### config.mk
export PLATFORM = sky130hd
export DESIGN_NAME = quhbp_host_port
export DESIGN_NICKNAME = d
export VERILOG_FILES = /design/src/verilog/quhbp_pkg.sv /design/src/verilog/quhbp_chan_regs.sv /design/src/verilog/quhbp_host_port.sv
export VERILOG_INCLUDE_DIRS = /design/src /design/src/verilog
export SDC_FILE = /design/constraint.sdc
export NUM_CORES = 1
export LEC_CHECK = 0
export BUFFER_PORTS_ARGS = -buffer_cell sky130_fd_sc_hd__buf_2
export CAP_MARGIN = 20
export CELL_PAD_IN_SITES_DETAIL_PLACEMENT = 0
export CELL_PAD_IN_SITES_GLOBAL_PLACEMENT = 2
export CORE_ASPECT_RATIO = 0.9
export CORE_MARGIN = 10
export CORE_UTILIZATION = 49
export DETAILED_ROUTE_END_ITERATION = 8
export PLACE_DENSITY = 0.92
export SETUP_SLACK_MARGIN = 0.1
export SYNTH_ARGS = -nofsm -noshare
export SYNTH_HDL_FRONTEND = slang
export SYNTH_SLANG_ARGS = --single-unit
export TNS_END_PERCENT = 100
### constraint.sdc
create_clock -name clk_in -period 5.7 [get_ports clk_in]
set_input_delay 0.285 -clock clk_in [delete_from_list [all_inputs] [get_ports clk_in]]
set_output_delay 0.285 -clock clk_in [all_outputs]
set_load 0.005 [all_outputs]
### src/verilog/quhbp_defs.svh
// constants for the quad uart host bus port, types are in quhbp_pkg
`ifndef QUHBP_DEFS_SVH
`define QUHBP_DEFS_SVH

`define QUHBP_NUM_CHAN      4
`define QUHBP_ADDR_W        3
`define QUHBP_DATA_W        8
`define QUHBP_MODEM_CTRL_ADDR 3'h4
`define QUHBP_IRQ_OE_BIT      3
`define QUHBP_REG_RESET     8'h00

`endif

### src/verilog/quhbp_pkg.sv
// types for the quad uart host bus port
package quhbp_pkg;
    typedef enum logic [1:0] {
        QUHBP_IDLE,
        QUHBP_READ,
        QUHBP_WRITE
    } quhbp_cycle_t;
endpackage

### src/verilog/quhbp_chan_regs.sv
// per-channel register bank holding modem control and scratch registers
`timescale 1ns/100ps
`default_nettype none
`include "quhbp_defs.svh"
module quhbp_chan_regs #(
    parameter int ADDR_W = `QUHBP_ADDR_W,
    parameter int DATA_W = `QUHBP_DATA_W
) (
    // clock and reset
    input  wire logic              clk_in,
    input  wire logic              rstn_in,
    // write port
    input  wire logic              wr_in,
    input  wire logic [ADDR_W-1:0] waddr_in,
    input  wire logic [DATA_W-1:0] wdata_in,
    // read port
    input  wire logic [ADDR_W-1:0] raddr_in,
    output logic      [DATA_W-1:0] rdata_out,
    // modem control output enable bit
    output logic                   irq_oe_bit_out
);
    // uart internals are outside this block; plain storage stands in for them
    logic [DATA_W-1:0] mem_r [0:(1<<ADDR_W)-1];

    always_ff @(posedge clk_in) begin
        if (!rstn_in) begin
            for (int i = 0; i < (1<<ADDR_W); i++) begin
                mem_r[i] <= `QUHBP_REG_RESET;
            end
        end else if (wr_in) begin
            mem_r[waddr_in] <= wdata_in;
        end
    end

    assign rdata_out      = mem_r[raddr_in];
    assign irq_oe_bit_out = mem_r[`QUHBP_MODEM_CTRL_ADDR][`QUHBP_IRQ_OE_BIT];
endmodule
`default_nettype wire

### src/verilog/quhbp_host_port.sv
// host bus port of a four-channel uart: two bus styles and irq pin control
`timescale 1ns/100ps
`default_nettype none
`include "quhbp_defs.svh"
module quhbp_host_port #(
    parameter int NCH    = `QUHBP_NUM_CHAN,
    parameter int ADDR_W = `QUHBP_ADDR_W,
    parameter int DATA_W = `QUHBP_DATA_W
) (
    // clock and reset
    input  wire logic              clk_in,
    input  wire logic              rstn_in,
    // bus style: high strobe style, low single-select style
    input  wire logic              strobe_style_in,
    // bus control
    input  wire logic              read_strobe_n_in,
    input  wire logic              write_strobe_n_in,
    input  wire logic              chan_a_select_n_in,
    input  wire logic              chan_b_select_n_in,
    input  wire logic              chan_c_select_n_in,
    input  wire logic              chan_d_select_n_in,
    input  wire logic [ADDR_W-1:0] addr_in,
    // data bus, three signals
    input  wire logic [DATA_W-1:0] data_in,
    output logic      [DATA_W-1:0] data_out,
    output logic                   data_oe_n_out,
    // per-channel interrupt sources
    input  wire logic [NCH-1:0]    chan_irq_in,
    // interrupt control
    input  wire logic              irq_force_drive_in,
    // interrupt pins, level and active-low enable
    output logic                   chan_a_irq_out,
    output logic                   chan_a_irq_oe_n_out,
    output logic                   chan_b_irq_out,
    output logic                   chan_b_irq_oe_n_out,
    output logic                   chan_c_irq_out,
    output logic                   chan_c_irq_oe_n_out,
    output logic                   chan_d_irq_out,
    output logic                   chan_d_irq_oe_n_out
);
    // bus cycle state and the captured access
    quhbp_pkg::quhbp_cycle_t cyc_r;
    quhbp_pkg::quhbp_cycle_t cyc_nxt;
    logic [NCH-1:0]          sel_r;
    logic [ADDR_W-1:0]       addr_r;
    logic [DATA_W-1:0]       wdata_r;
    logic                    tgt_load;
    // decoded selects and strobes
    logic [NCH-1:0]          strobe_sel;
    logic [NCH-1:0]          single_sel;
    logic [NCH-1:0]          sel_nxt;
    logic                    any_sel;
    logic                    rd_act;
    logic                    wr_act;
    logic                    wr_commit;
    // register banks
    logic [NCH-1:0]          wr_en;
    logic [NCH-1:0]          oe_bit;
    logic [DATA_W-1:0]       rdata [NCH];
    logic [DATA_W-1:0]       rsel;
    // pin registers and their next values
    logic [DATA_W-1:0]       data_r;
    logic                    data_oe_n_r;
    logic [NCH-1:0]          irq_r;
    logic [NCH-1:0]          irq_nxt;
    logic [NCH-1:0]          irq_oe_n_r;
    logic [NCH-1:0]          irq_oe_n_nxt;
    logic [NCH-1:0]          strobe_oe_n;
    logic [NCH-1:0]          single_oe_n;
    logic                    any_irq;

    // channel number to one-hot select
    function automatic logic [NCH-1:0] onehot(input logic [1:0] n);
        onehot = '0;
        onehot[n] = 1'b1;
    endfunction

    // active-low pin to active-high flag
    function automatic logic asserted_n(input logic pin_n);
        asserted_n = !pin_n;
    endfunction

    // strobe style: one select pin for each channel
    always_comb begin
        strobe_sel    = '0;
        strobe_sel[0] = asserted_n(chan_a_select_n_in);
        strobe_sel[1] = asserted_n(chan_b_select_n_in);
        strobe_sel[2] = asserted_n(chan_c_select_n_in);
        strobe_sel[3] = asserted_n(chan_d_select_n_in);
    end

    // single-select style: a gates the device, c and b give the channel
    always_comb begin
        if (asserted_n(chan_a_select_n_in)) begin
            single_sel = onehot({chan_c_select_n_in, chan_b_select_n_in});
        end else begin
            single_sel = '0;
        end
    end

    // channel d select takes no part in single-select style
    always_comb begin
        if (strobe_style_in) begin
            sel_nxt = strobe_sel;
        end else begin
            sel_nxt = single_sel;
        end
        any_sel = |sel_nxt;
    end

    // read strobe ignored in single-select style
    always_comb begin
        if (strobe_style_in) begin
            rd_act = any_sel && asserted_n(read_strobe_n_in);
        end else begin
            rd_act = any_sel && write_strobe_n_in;
        end
    end

    // write low in both styles: strobe or direction level
    assign wr_act = any_sel && asserted_n(write_strobe_n_in);

    // cycle tracking; a write commits on the first edge its access is gone
    always_comb begin
        cyc_nxt = cyc_r;
        case (cyc_r)
            quhbp_pkg::QUHBP_IDLE: begin
                if (wr_act) begin
                    cyc_nxt = quhbp_pkg::QUHBP_WRITE;
                end else if (rd_act) begin
                    cyc_nxt = quhbp_pkg::QUHBP_READ;
                end
            end
            quhbp_pkg::QUHBP_READ: begin
                if (!rd_act) begin
                    cyc_nxt = quhbp_pkg::QUHBP_IDLE;
                end
            end
            quhbp_pkg::QUHBP_WRITE: begin
                if (!wr_act) begin
                    cyc_nxt = quhbp_pkg::QUHBP_IDLE;
                end
            end
            default: begin
                cyc_nxt = quhbp_pkg::QUHBP_IDLE;
            end
        endcase
    end

    always_ff @(posedge clk_in) begin
        if (!rstn_in) begin
            cyc_r <= quhbp_pkg::QUHBP_IDLE;
        end else begin
            cyc_r <= cyc_nxt;
        end
    end

    // target held once the write strobe is gone, for the commit
    always_ff @(posedge clk_in) begin
        if (!rstn_in) begin
            sel_r <= '0;
        end else if (tgt_load) begin
            sel_r <= sel_nxt;
        end
    end

    always_ff @(posedge clk_in) begin
        if (!rstn_in) begin
            addr_r <= '0;
        end else if (tgt_load) begin
            addr_r <= addr_in;
        end
    end

    // data may settle late in the strobe, so keep sampling while it is low
    always_ff @(posedge clk_in) begin
        if (!rstn_in) begin
            wdata_r <= '0;
        end else if (wr_act) begin
            wdata_r <= data_in;
        end
    end

    assign wr_commit = (cyc_r == quhbp_pkg::QUHBP_WRITE) && !wr_act;
    assign tgt_load  = (cyc_r == quhbp_pkg::QUHBP_IDLE) || wr_act;

    genvar g;
    generate
        for (g = 0; g < NCH; g++) begin : g_chan
            assign wr_en[g] = wr_commit && sel_r[g];
            quhbp_chan_regs #(
                .ADDR_W (ADDR_W),
                .DATA_W (DATA_W)
            ) u_regs (
                .clk_in         (clk_in),
                .rstn_in        (rstn_in),
                .wr_in          (wr_en[g]),
                .waddr_in       (addr_r),
                .wdata_in       (wdata_r),
                .raddr_in       (addr_in),
                .rdata_out      (rdata[g]),
                .irq_oe_bit_out (oe_bit[g])
            );
        end
    endgenerate

    // rule out overlapping selects: lowest channel wins on a collision
    always_comb begin
        rsel = '0;
        for (int i = NCH - 1; i >= 0; i--) begin
            if (sel_nxt[i]) begin
                rsel = rdata[i];
            end
        end
    end

    // read data follows the live address; host samples at strobe rise
    always_ff @(posedge clk_in) begin
        if (!rstn_in) begin
            data_r <= '0;
        end else begin
            data_r <= rsel;
        end
    end

    // bus released the cycle after the read ends
    always_ff @(posedge clk_in) begin
        if (!rstn_in) begin
            data_oe_n_r <= 1'b1;
        end else begin
            data_oe_n_r <= !rd_act;
        end
    end

    // open drain: any channel request pulls the shared line
    assign any_irq = |chan_irq_in;

    always_comb begin
        if (strobe_style_in) begin
            irq_nxt = chan_irq_in;
        end else begin
            irq_nxt = '0;
        end
    end

    // force-drive overrides each channel's enable bit
    always_comb begin
        for (int i = 0; i < NCH; i++) begin
            strobe_oe_n[i] = !(irq_force_drive_in || oe_bit[i]);
        end
    end

    // unused b to d pins driven low, a only when pulled
    always_comb begin
        single_oe_n    = '0;
        single_oe_n[0] = !any_irq;
    end

    always_comb begin
        if (strobe_style_in) begin
            irq_oe_n_nxt = strobe_oe_n;
        end else begin
            irq_oe_n_nxt = single_oe_n;
        end
    end

    always_ff @(posedge clk_in) begin
        if (!rstn_in) begin
            irq_r <= '0;
        end else begin
            irq_r <= irq_nxt;
        end
    end

    // pins float after reset until enabled
    always_ff @(posedge clk_in) begin
        if (!rstn_in) begin
            irq_oe_n_r <= '1;
        end else begin
            irq_oe_n_r <= irq_oe_n_nxt;
        end
    end

    // data bus pins
    assign data_out            = data_r;
    assign data_oe_n_out       = data_oe_n_r;

    // interrupt pins
    assign chan_a_irq_out      = irq_r[0];
    assign chan_b_irq_out      = irq_r[1];
    assign chan_c_irq_out      = irq_r[2];
    assign chan_d_irq_out      = irq_r[3];
    assign chan_a_irq_oe_n_out = irq_oe_n_r[0];
    assign chan_b_irq_oe_n_out = irq_oe_n_r[1];
    assign chan_c_irq_oe_n_out = irq_oe_n_r[2];
    assign chan_d_irq_oe_n_out = irq_oe_n_r[3];
endmodule
`default_nettype wire

==> results of run 1 <==
==> repair_timing <==
action / CTS / global route
endpoints found under the setup margin: 0 / 0
endpoints found under the hold margin: 12 / 0
buffers inserted: 0 / 0
hold buffers: 12 / 0
==> power by group through the flow <==
stage                     clock (uW)  combinational (uW)  sequential [uW]
after detailed placement           0                 289             2490
after CTS                       1820                 296             2450
final                           1800                 299             2440
after global routing            1910                 320             2450
after global placement             0                 284             2490
after floorplan                    0                 204             2450
==> placed cells by master, fill, tap and decap left out, drive strengths merged, types with 2 or more instances in the layout <==
cell type    count
nand2           22
clkinv          11
mux2             4
nand3            3
nor2            38
o211ai          16
a2111oi          2
and2           257
a221oi           6
a21boi           9
clkbuf          41
edfxtp         256
inv              7
dlygate4sd3     12
o211a            3
a22oi            6
o31ai            8
mux2i            6
a211oi           8
nor4b            2
and3             5
buf             66
nand3b           4
dfxtp           34
nand2b           2
nor2b           16
o21ai           38
mux4            64
==> worst min path at each step <==
stage                      end  cells after the start
floorplan           wdata_r[0]                      2
global placement    wdata_r[3]                      2
detailed placement    cyc_r[0]                      1
CTS                   cyc_r[0]                      3
global route          cyc_r[0]                      3
finish                cyc_r[0]                      3
==> state kept, by name, indices dropped and copies added (netlist names) <==
signal               flops
g_chan.u_regs.mem_r    256
data_out                 8
wdata_r                  8
irq_oe_n_r               4
irq_r                    4
sel_r                    4
addr_r                   3
cyc_r                    2
data_oe_n_out            1
==> stage by stage <==
stage / cell area, sq um / hold WS (ps) / worst slack (ps) / utilization
after floorplan: 13100 / 430 / 3290 / -
after global placement: 13600 / 452 / 2450 / 0.518
after detailed placement: 13600 / 457 / 2450 / 0.518
after CTS: 14600 / 114 / 3010 / 0.557
after global routing: 14700 / 138 / 2860 / 0.559
final: 14700 / 138 / 3000 / 0.559
==> routing by layer <==
metal,part of all wire,wire length (microns),track usage,vias to the layer above
met4,0.025,781,0.0468,0
li1,-,-,-,3410
met5,0,0,0,-
met3,0.066,2100,0.0291,51
met1,0.43,13600,0.262,3776
met2,0.48,15200,0.303,264
==> cell families after synthesis <==
group | after synthesis | share of synthesized area
buf+inv | 72 | 0.0235
simple gates | 358 | 0.165
compound gates | 104 | 0.0567
mux | 74 | 0.118
flops | 290 | 0.637
==> area by class of cell <==
type,instances,share of cell area
tap,348,0.0297
multi-input combinational,536,0.304
clock buffer,41,0.0547
sequential,290,0.571
timing repair buffer,78,0.0326
inverter,7,0.00179
clock inverter,12,0.00572
==> worst max-delay path, delay by kind of cell <==
| family | cells | cell delay, ps |
|---|---|---|
| AO/OA/AOI/OAI | 2 | 900 |
| buffers and inverters | 2 | 1190 |
| multiplexers | 2 | 690 |
==> results.py, run 1 <==
metrics = {
    "power_and_ir_drop": {
        "p_seq_frac": 0.538,
        "p_comb_frac": 0.066,
        "ir_drop_v": 0.000223,
        "internal_power_uw": 3530,
        "p_clk_frac": 0.396,
        "p_sw_uw": 1010,
        "finalPower_uw": 4540,
        "p_sw_frac": 0.223,
        "p_leak_uw": 0.00531,
        "power_density_mw_per_mm2": 310,
    },
    "cts": {
        "cts.clk_slew.worst_paths_ps": 60,
        "clock_path_buffers": 3,
        "cts_root_buffer": "clkbuf_16",
        "clock_latency_ps": 550,
        "clock_sink_count": 290,
        "cts_resized": 0,
        "cts_buffers": 29,
        "htreeDepth": 1,
        "tritoncts": "yes",
    },
    "critical_path": {
        "slowest_stage": "a2111oi_0",
        "required_ps": 6080,
        "cp-end-kind": "flip-flop",
        "rr_endpoint": "g_chan[0].u_regs.mem_r[1][1]",
        "timing.rr.start": "cyc_r[0]",
        "slowest_delay_ps": 770,
        "rrSetupSlack_ps": 3200,
        "arrival_ps": 3080,
        "critPathLaunch": "addr_in[1]",
        "cp_cell_sequence": "buf_2, buf_4, mux4_2, mux2_2, a2111oi_0, a211oi_1",
        "cp-start-kind": "input port",
        "reg2reg_depth": 3,
        "path_max_fanout": 34,
        "critPathKind": "input port to flip-flop",
        "critPathCapture": "data_out[4]",
    },
    "final_layout": {
        "synthToLayoutAreaGrowth_pct": 11.6,
        "fillerInstances": 2118,
        "antenna-diode-count": 0,
        "seq_area_sq_mm": 0.00837,
        "drive_above_1_share": 0.207,
        "stdcell_count": 1312,
        "final_nets": 967,
        "multi_input_area_sq_mm": 0.00446,
    },
    "sta": {
        "relSlewSlack": 0.281,
        "fmax_mhz": 370,
        "post-route-min-period_ps": 2700,
        "final-hold-violation-count": 0,
        "tightest_slew_ps": 1070,
        "finalSetupViolCount": 0,
        "fin_crit_sh": 0.474,
        "final.setup_skew_ps": 12.0,
        "final.setup.tns_ps": 0,
        "rsz0062_at_grt": "false",
        "drv_slew": 0,
    },
    "job": {
        "drv_cap": 0,
    },
    "drt": {
        "wl_microns": 31700,
        "wl_per_cell_microns": 24.1,
        "ant_nets": 0,
        "drc": 0,
        "dr.pass1.iters": 5,
        "dr_total_vias": 7501,
        "drt_iter0_markers": 688,
        "viasPerCell": 5.72,
    },
    "hold_path": {
        "hold_path_class": "input port to flip-flop",
        "hp-start": "write_strobe_n_in",
    },
    "placement": {
        "gp_congestion": 0.869,
        "port-buffer-count": 41,
        "dp_hpwl_microns": 21200,
        "dp_cells": 1234,
    },
    "synth": {
        "syn_area_sq_mm": 0.0131,
        "yosysTopAreaCellShare": 0.585,
        "synthCells": 898,
        "ys_seq_area_frac": 0.637,
        "avgSynthCellArea_sq_um": 14.6,
        "syn-num-nets": 923,
        "yosys-top-cells-area": "edfxtp_1 59%, and2_1 12%, mux4_2 11%, dfxtp_1 5.2%, o21ai_0 1.4%",
        "synth_seq_cells": 290,
        "synth.most_common_cell": "and2_1",
        "synth_ff_type": "edfxtp_1",
        "synth_cell_types": 50,
        "synthTopCellsByCount": "257 x and2_1, 256 x edfxtp_1, 64 x mux4_2",
        "synth_edf_count": 256,
        "async_flop_share": 0,
        "yosys_warnings": 0,
        "yosys.area.top_type": "edfxtp_1",
    },
    "global_route": {
        "antenna_found_initial": 1,
        "grt_max_degree": 64,
        "first_global_vias": 7341,
        "gr-total-overflow": 0,
        "grtUsageTotal": 0.188,
        "grt_pass1_wl_microns": 47600,
    },
    "die": {
        "initial_utilization": 0.501,
        "pin_count": 42,
        "die_area_sq_mm": 0.0338,
        "rows": 56,
        "coreArea_sq_mm": 0.0262,
        "die_w_microns": 193,
        "die_h_microns": 175,
    },
    "status": {
        "status": "completed",
    },
}
(Power assumes the default switching activity.)
==> inputs of run 2 (changes only) <==
--- a/config.mk
+++ b/config.mk
@@ -6,15 +6,16 @@
 export SDC_FILE = /design/constraint.sdc
 export NUM_CORES = 1
 export LEC_CHECK = 0
+export ABC_AREA = 1
 export BUFFER_PORTS_ARGS = -buffer_cell sky130_fd_sc_hd__buf_2
 export CAP_MARGIN = 20
 export CELL_PAD_IN_SITES_DETAIL_PLACEMENT = 0
 export CELL_PAD_IN_SITES_GLOBAL_PLACEMENT = 2
 export CORE_ASPECT_RATIO = 0.9
 export CORE_MARGIN = 10
-export CORE_UTILIZATION = 49
+export CORE_UTILIZATION = 37
 export DETAILED_ROUTE_END_ITERATION = 8
-export PLACE_DENSITY = 0.92
+export PLACE_DENSITY = 0.83
 export SETUP_SLACK_MARGIN = 0.1
 export SYNTH_ARGS = -nofsm -noshare
 export SYNTH_HDL_FRONTEND = slang
==> constraint.sdc (replaced) <==
create_clock -name clk_in -period 2.2 [get_ports clk_in]
set_input_delay 0.11 -clock clk_in [delete_from_list [all_inputs] [get_ports clk_in]]
set_output_delay 0.11 -clock clk_in [all_outputs]
set_load 0.005 [all_outputs]
==> run 2 against run 1 <==
Net effect: global-route usage fell by 2.2 points; highest routed layer unchanged; combinational power rose to 4.5 times the previous value; largest cell class unchanged; total power rose to 2.8 times the previous value; synthesized area rose by 5.0%.
==> results.py, run 2 <==
metrics = {
    "status": {
        "status": "completed",
    },
    "synth": {
        "synth_edf_count": 256,
        "synth.most_common_cell": "nor2_1",
        "synth_seq_cells": 290,
        "yosys-top-cells-area": "edfxtp_1 56%, nor2_1 8.6%, nand2_1 7.6%, nand3_1 6.4%, dfxtp_1 4.9%",
        "synth_cell_types": 34,
        "synthXorXnorAreaFrac": 0,
        "yosysTopAreaCellShare": 0.557,
        "syn_area_sq_mm": 0.0138,
        "synth_top_family_by_area": "simple AND/OR/NAND/NOR gates",
        "ys_seq_area_frac": 0.607,
        "synth-compound-area-share": 0.0386,
        "synth_ff_type": "edfxtp_1",
        "synthTopCellsByCount": "317 x nor2_1, 278 x nand2_1, 256 x edfxtp_1",
        "yosys_warnings": 0,
        "async_flop_share": 0,
        "synth-simple-area-share": 0.295,
        "syn-num-nets": 1447,
        "synth-adder-area-share": 0,
        "synthCells": 1422,
        "yosys.area.top_type": "edfxtp_1",
        "avgSynthCellArea_sq_um": 9.70,
        "synth_mux_area_frac": 0,
    },
    "die": {
        "coreArea_sq_mm": 0.0371,
        "rows": 67,
        "die_w_microns": 223,
        "die_area_sq_mm": 0.0454,
        "pin_count": 42,
        "die_h_microns": 203,
        "initial_utilization": 0.372,
    },
    "cts": {
        "cts_root_buffer": "clkbuf_16",
        "cts.clk_slew.worst_paths_ps": 70,
        "clock_sink_count": 290,
        "tritoncts": "yes",
        "cts_buffers": 29,
        "clock_path_buffers": 3,
        "htreeDepth": 1,
        "clock_latency_ps": 560,
    },
    "critical_path": {
        "required_ps": 2430,
        "critPathKind": "flip-flop to flip-flop",
        "cp-start-kind": "flip-flop",
        "cp-end-kind": "flip-flop",
        "arrival_ps": 2230,
        "path_max_fanout": 9,
    },
    "final_layout": {
        "final_nets": 1510,
        "synthToLayoutAreaGrowth_pct": 16.3,
        "regMostFlops": "g_chan.u_regs.mem_r",
        "antenna-diode-count": 0,
        "mostFrequentLayoutCells": "317 x nor2_1, 256 x edfxtp_1, 254 x nand2_1",
        "drive_above_1_share": 0.161,
        "largest_reg_flops": 256,
        "final_common_cell": "nor2_1",
    },
    "sta": {
        "post-route-min-period_ps": 2000,
        "finalSetupViolCount": 0,
        "final.setup_skew_ps": 30.5,
        "tightest_slew_ps": 840,
        "final.setup.tns_ps": 0,
        "relSlewSlack": 0.440,
        "fmax_mhz": 500,
        "drv_slew": 0,
        "fin_ws_ps": 200,
        "rsz0062_at_grt": "false",
        "fin_crit_sh": 0.909,
        "final-hold-violation-count": 0,
    },
    "drt": {
        "dr_total_vias": 10067,
        "drt_iter0_markers": 1024,
        "wl_microns": 38400,
        "dr.pass1.iters": 5,
        "viasPerCell": 5.06,
        "drc": 0,
        "wl_per_cell_microns": 19.3,
        "ant_nets": 0,
    },
    "power_and_ir_drop": {
        "p_leak_uw": 0.00617,
        "power_density_mw_per_mm2": 785,
        "ir_drop_v": 0.000530,
    },
    "placement": {
        "dp_hpwl_microns": 24700,
        "dp_slack_ps": 65.0,
        "gp_congestion": 0.840,
        "port-buffer-count": 41,
    },
    "global_route": {
        "gr-total-overflow": 0,
        "antenna_found_initial": 0,
        "grt_pass1_wl_microns": 59300,
        "grt-busiest-layer": "met2",
        "grt_util_met3": 0.0246,
        "grt_max_degree": 74,
        "grtUsageTotal": 0.166,
        "use_met1": 0.236,
        "met2_usage": 0.264,
        "first_global_vias": 9870,
    },
    "job": {
        "drv_cap": 0,
    },
    "hold_path": {
        "hold_path_class": "input port to flip-flop",
    },
}
==> run 2: cell types whose count changed in the layout (fill, tap and decap cells not counted), sizes merged, moves of 9 or more <==
| cell | before | now |
|---|---|---|
| nand3 | 3 | 178 |
| dlygate4sd3 | 12 | 22 |
| clkbuf | 41 | 30 |
| a21boi | 9 | 0 |
| buf | 66 | 102 |
| nand4 | 0 | 33 |
| a21oi | 1 | 26 |
| mux4 | 64 | 0 |
| inv | 7 | 114 |
| and2 | 257 | 0 |
| nor2 | 38 | 338 |
| nor2b | 16 | 0 |
| nand2 | 22 | 280 |
==> run 2: cell families (layout without fill, tap and decap cells) <==
family          count (synthesis)  after routing
flops                         290            290
buf+inv                       205            290
compound gates                 90             90
simple gates                  837            837
==> run 2: worst max-delay path: stages (launching register included) <==
cell     delay (ps)
dfxtp_1         530
inv_1           160
buf_4           200
nor3_4          180
buf_4           190
nand4_4         170
nand2_2         230
==> run 2: cell type report <==
| class | count | area, sq um |
|---|---|---|
| inverter | 113 | 430 |
| timing repair buffer | 124 | 1010 |
| tap | 483 | 604 |
| multi-input combinational | 927 | 4650 |
| fill | 3593 | 21000 |
| clock buffer | 30 | 729 |
| sequential | 290 | 8370 |
| clock inverter | 23 | 238 |
==> run 2: stage by stage <==
| stage | power [uW] | cells | hold slack (ps) | util | instance area, sq um |
|---|---|---|---|---|---|
| 5_1_grt | 13000 | 1990 | 157 | 0.433 | 16000 |
| 4_1_cts | 12700 | 1990 | 90.0 | 0.431 | 16000 |
| 6_report | 12600 | 1990 | 134 | 0.433 | 16000 |
| 3_5_place_dp | 7650 | 1914 | 350 | 0.399 | 14800 |
| 3_3_place_gp | 7640 | 1914 | 347 | 0.399 | 14800 |
| 2_1_floorplan | 7120 | 1422 | 212 | - | 13800 |
==> run 2: layer usage <==
layer  share of wire  vias up
met5               0        -
met4           0.018        0
met3           0.072       56
met2            0.45      367
met1            0.46     4778
li1                -     4866
==> run 2: repair_timing <==
action,CTS,global route
hold endpoints to repair,20,0
gates resized for setup,0,24
buffers inserted,1,0
pin swaps,1,0
setup endpoints to repair,16,192
hold buffers,22,0
==> run 2: report_power, final <==
| group | switching (uW) | internal (uW) | total [uW] |
|---|---|---|---|
| combinational | 962 | 375 | 1340 |
| clock | 2130 | 2890 | 5020 |
| sequential | 65.9 | 6170 | 6230 |
==> run 2: worst paths after layout <==
check | startpoint | to | slack, ps | depth (start not counted)
hold / removal | chan_c_select_n_in | sel_r[3] | 130 | 5
setup reg to reg | addr_r[1] | g_chan[2].u_regs.mem_r[7][6] | 200 | 6
setup / recovery | addr_r[1] | g_chan[2].u_regs.mem_r[7][6] | 200 | 6
hold reg to reg | wdata_r[1] | wdata_r[1] | 460 | 2
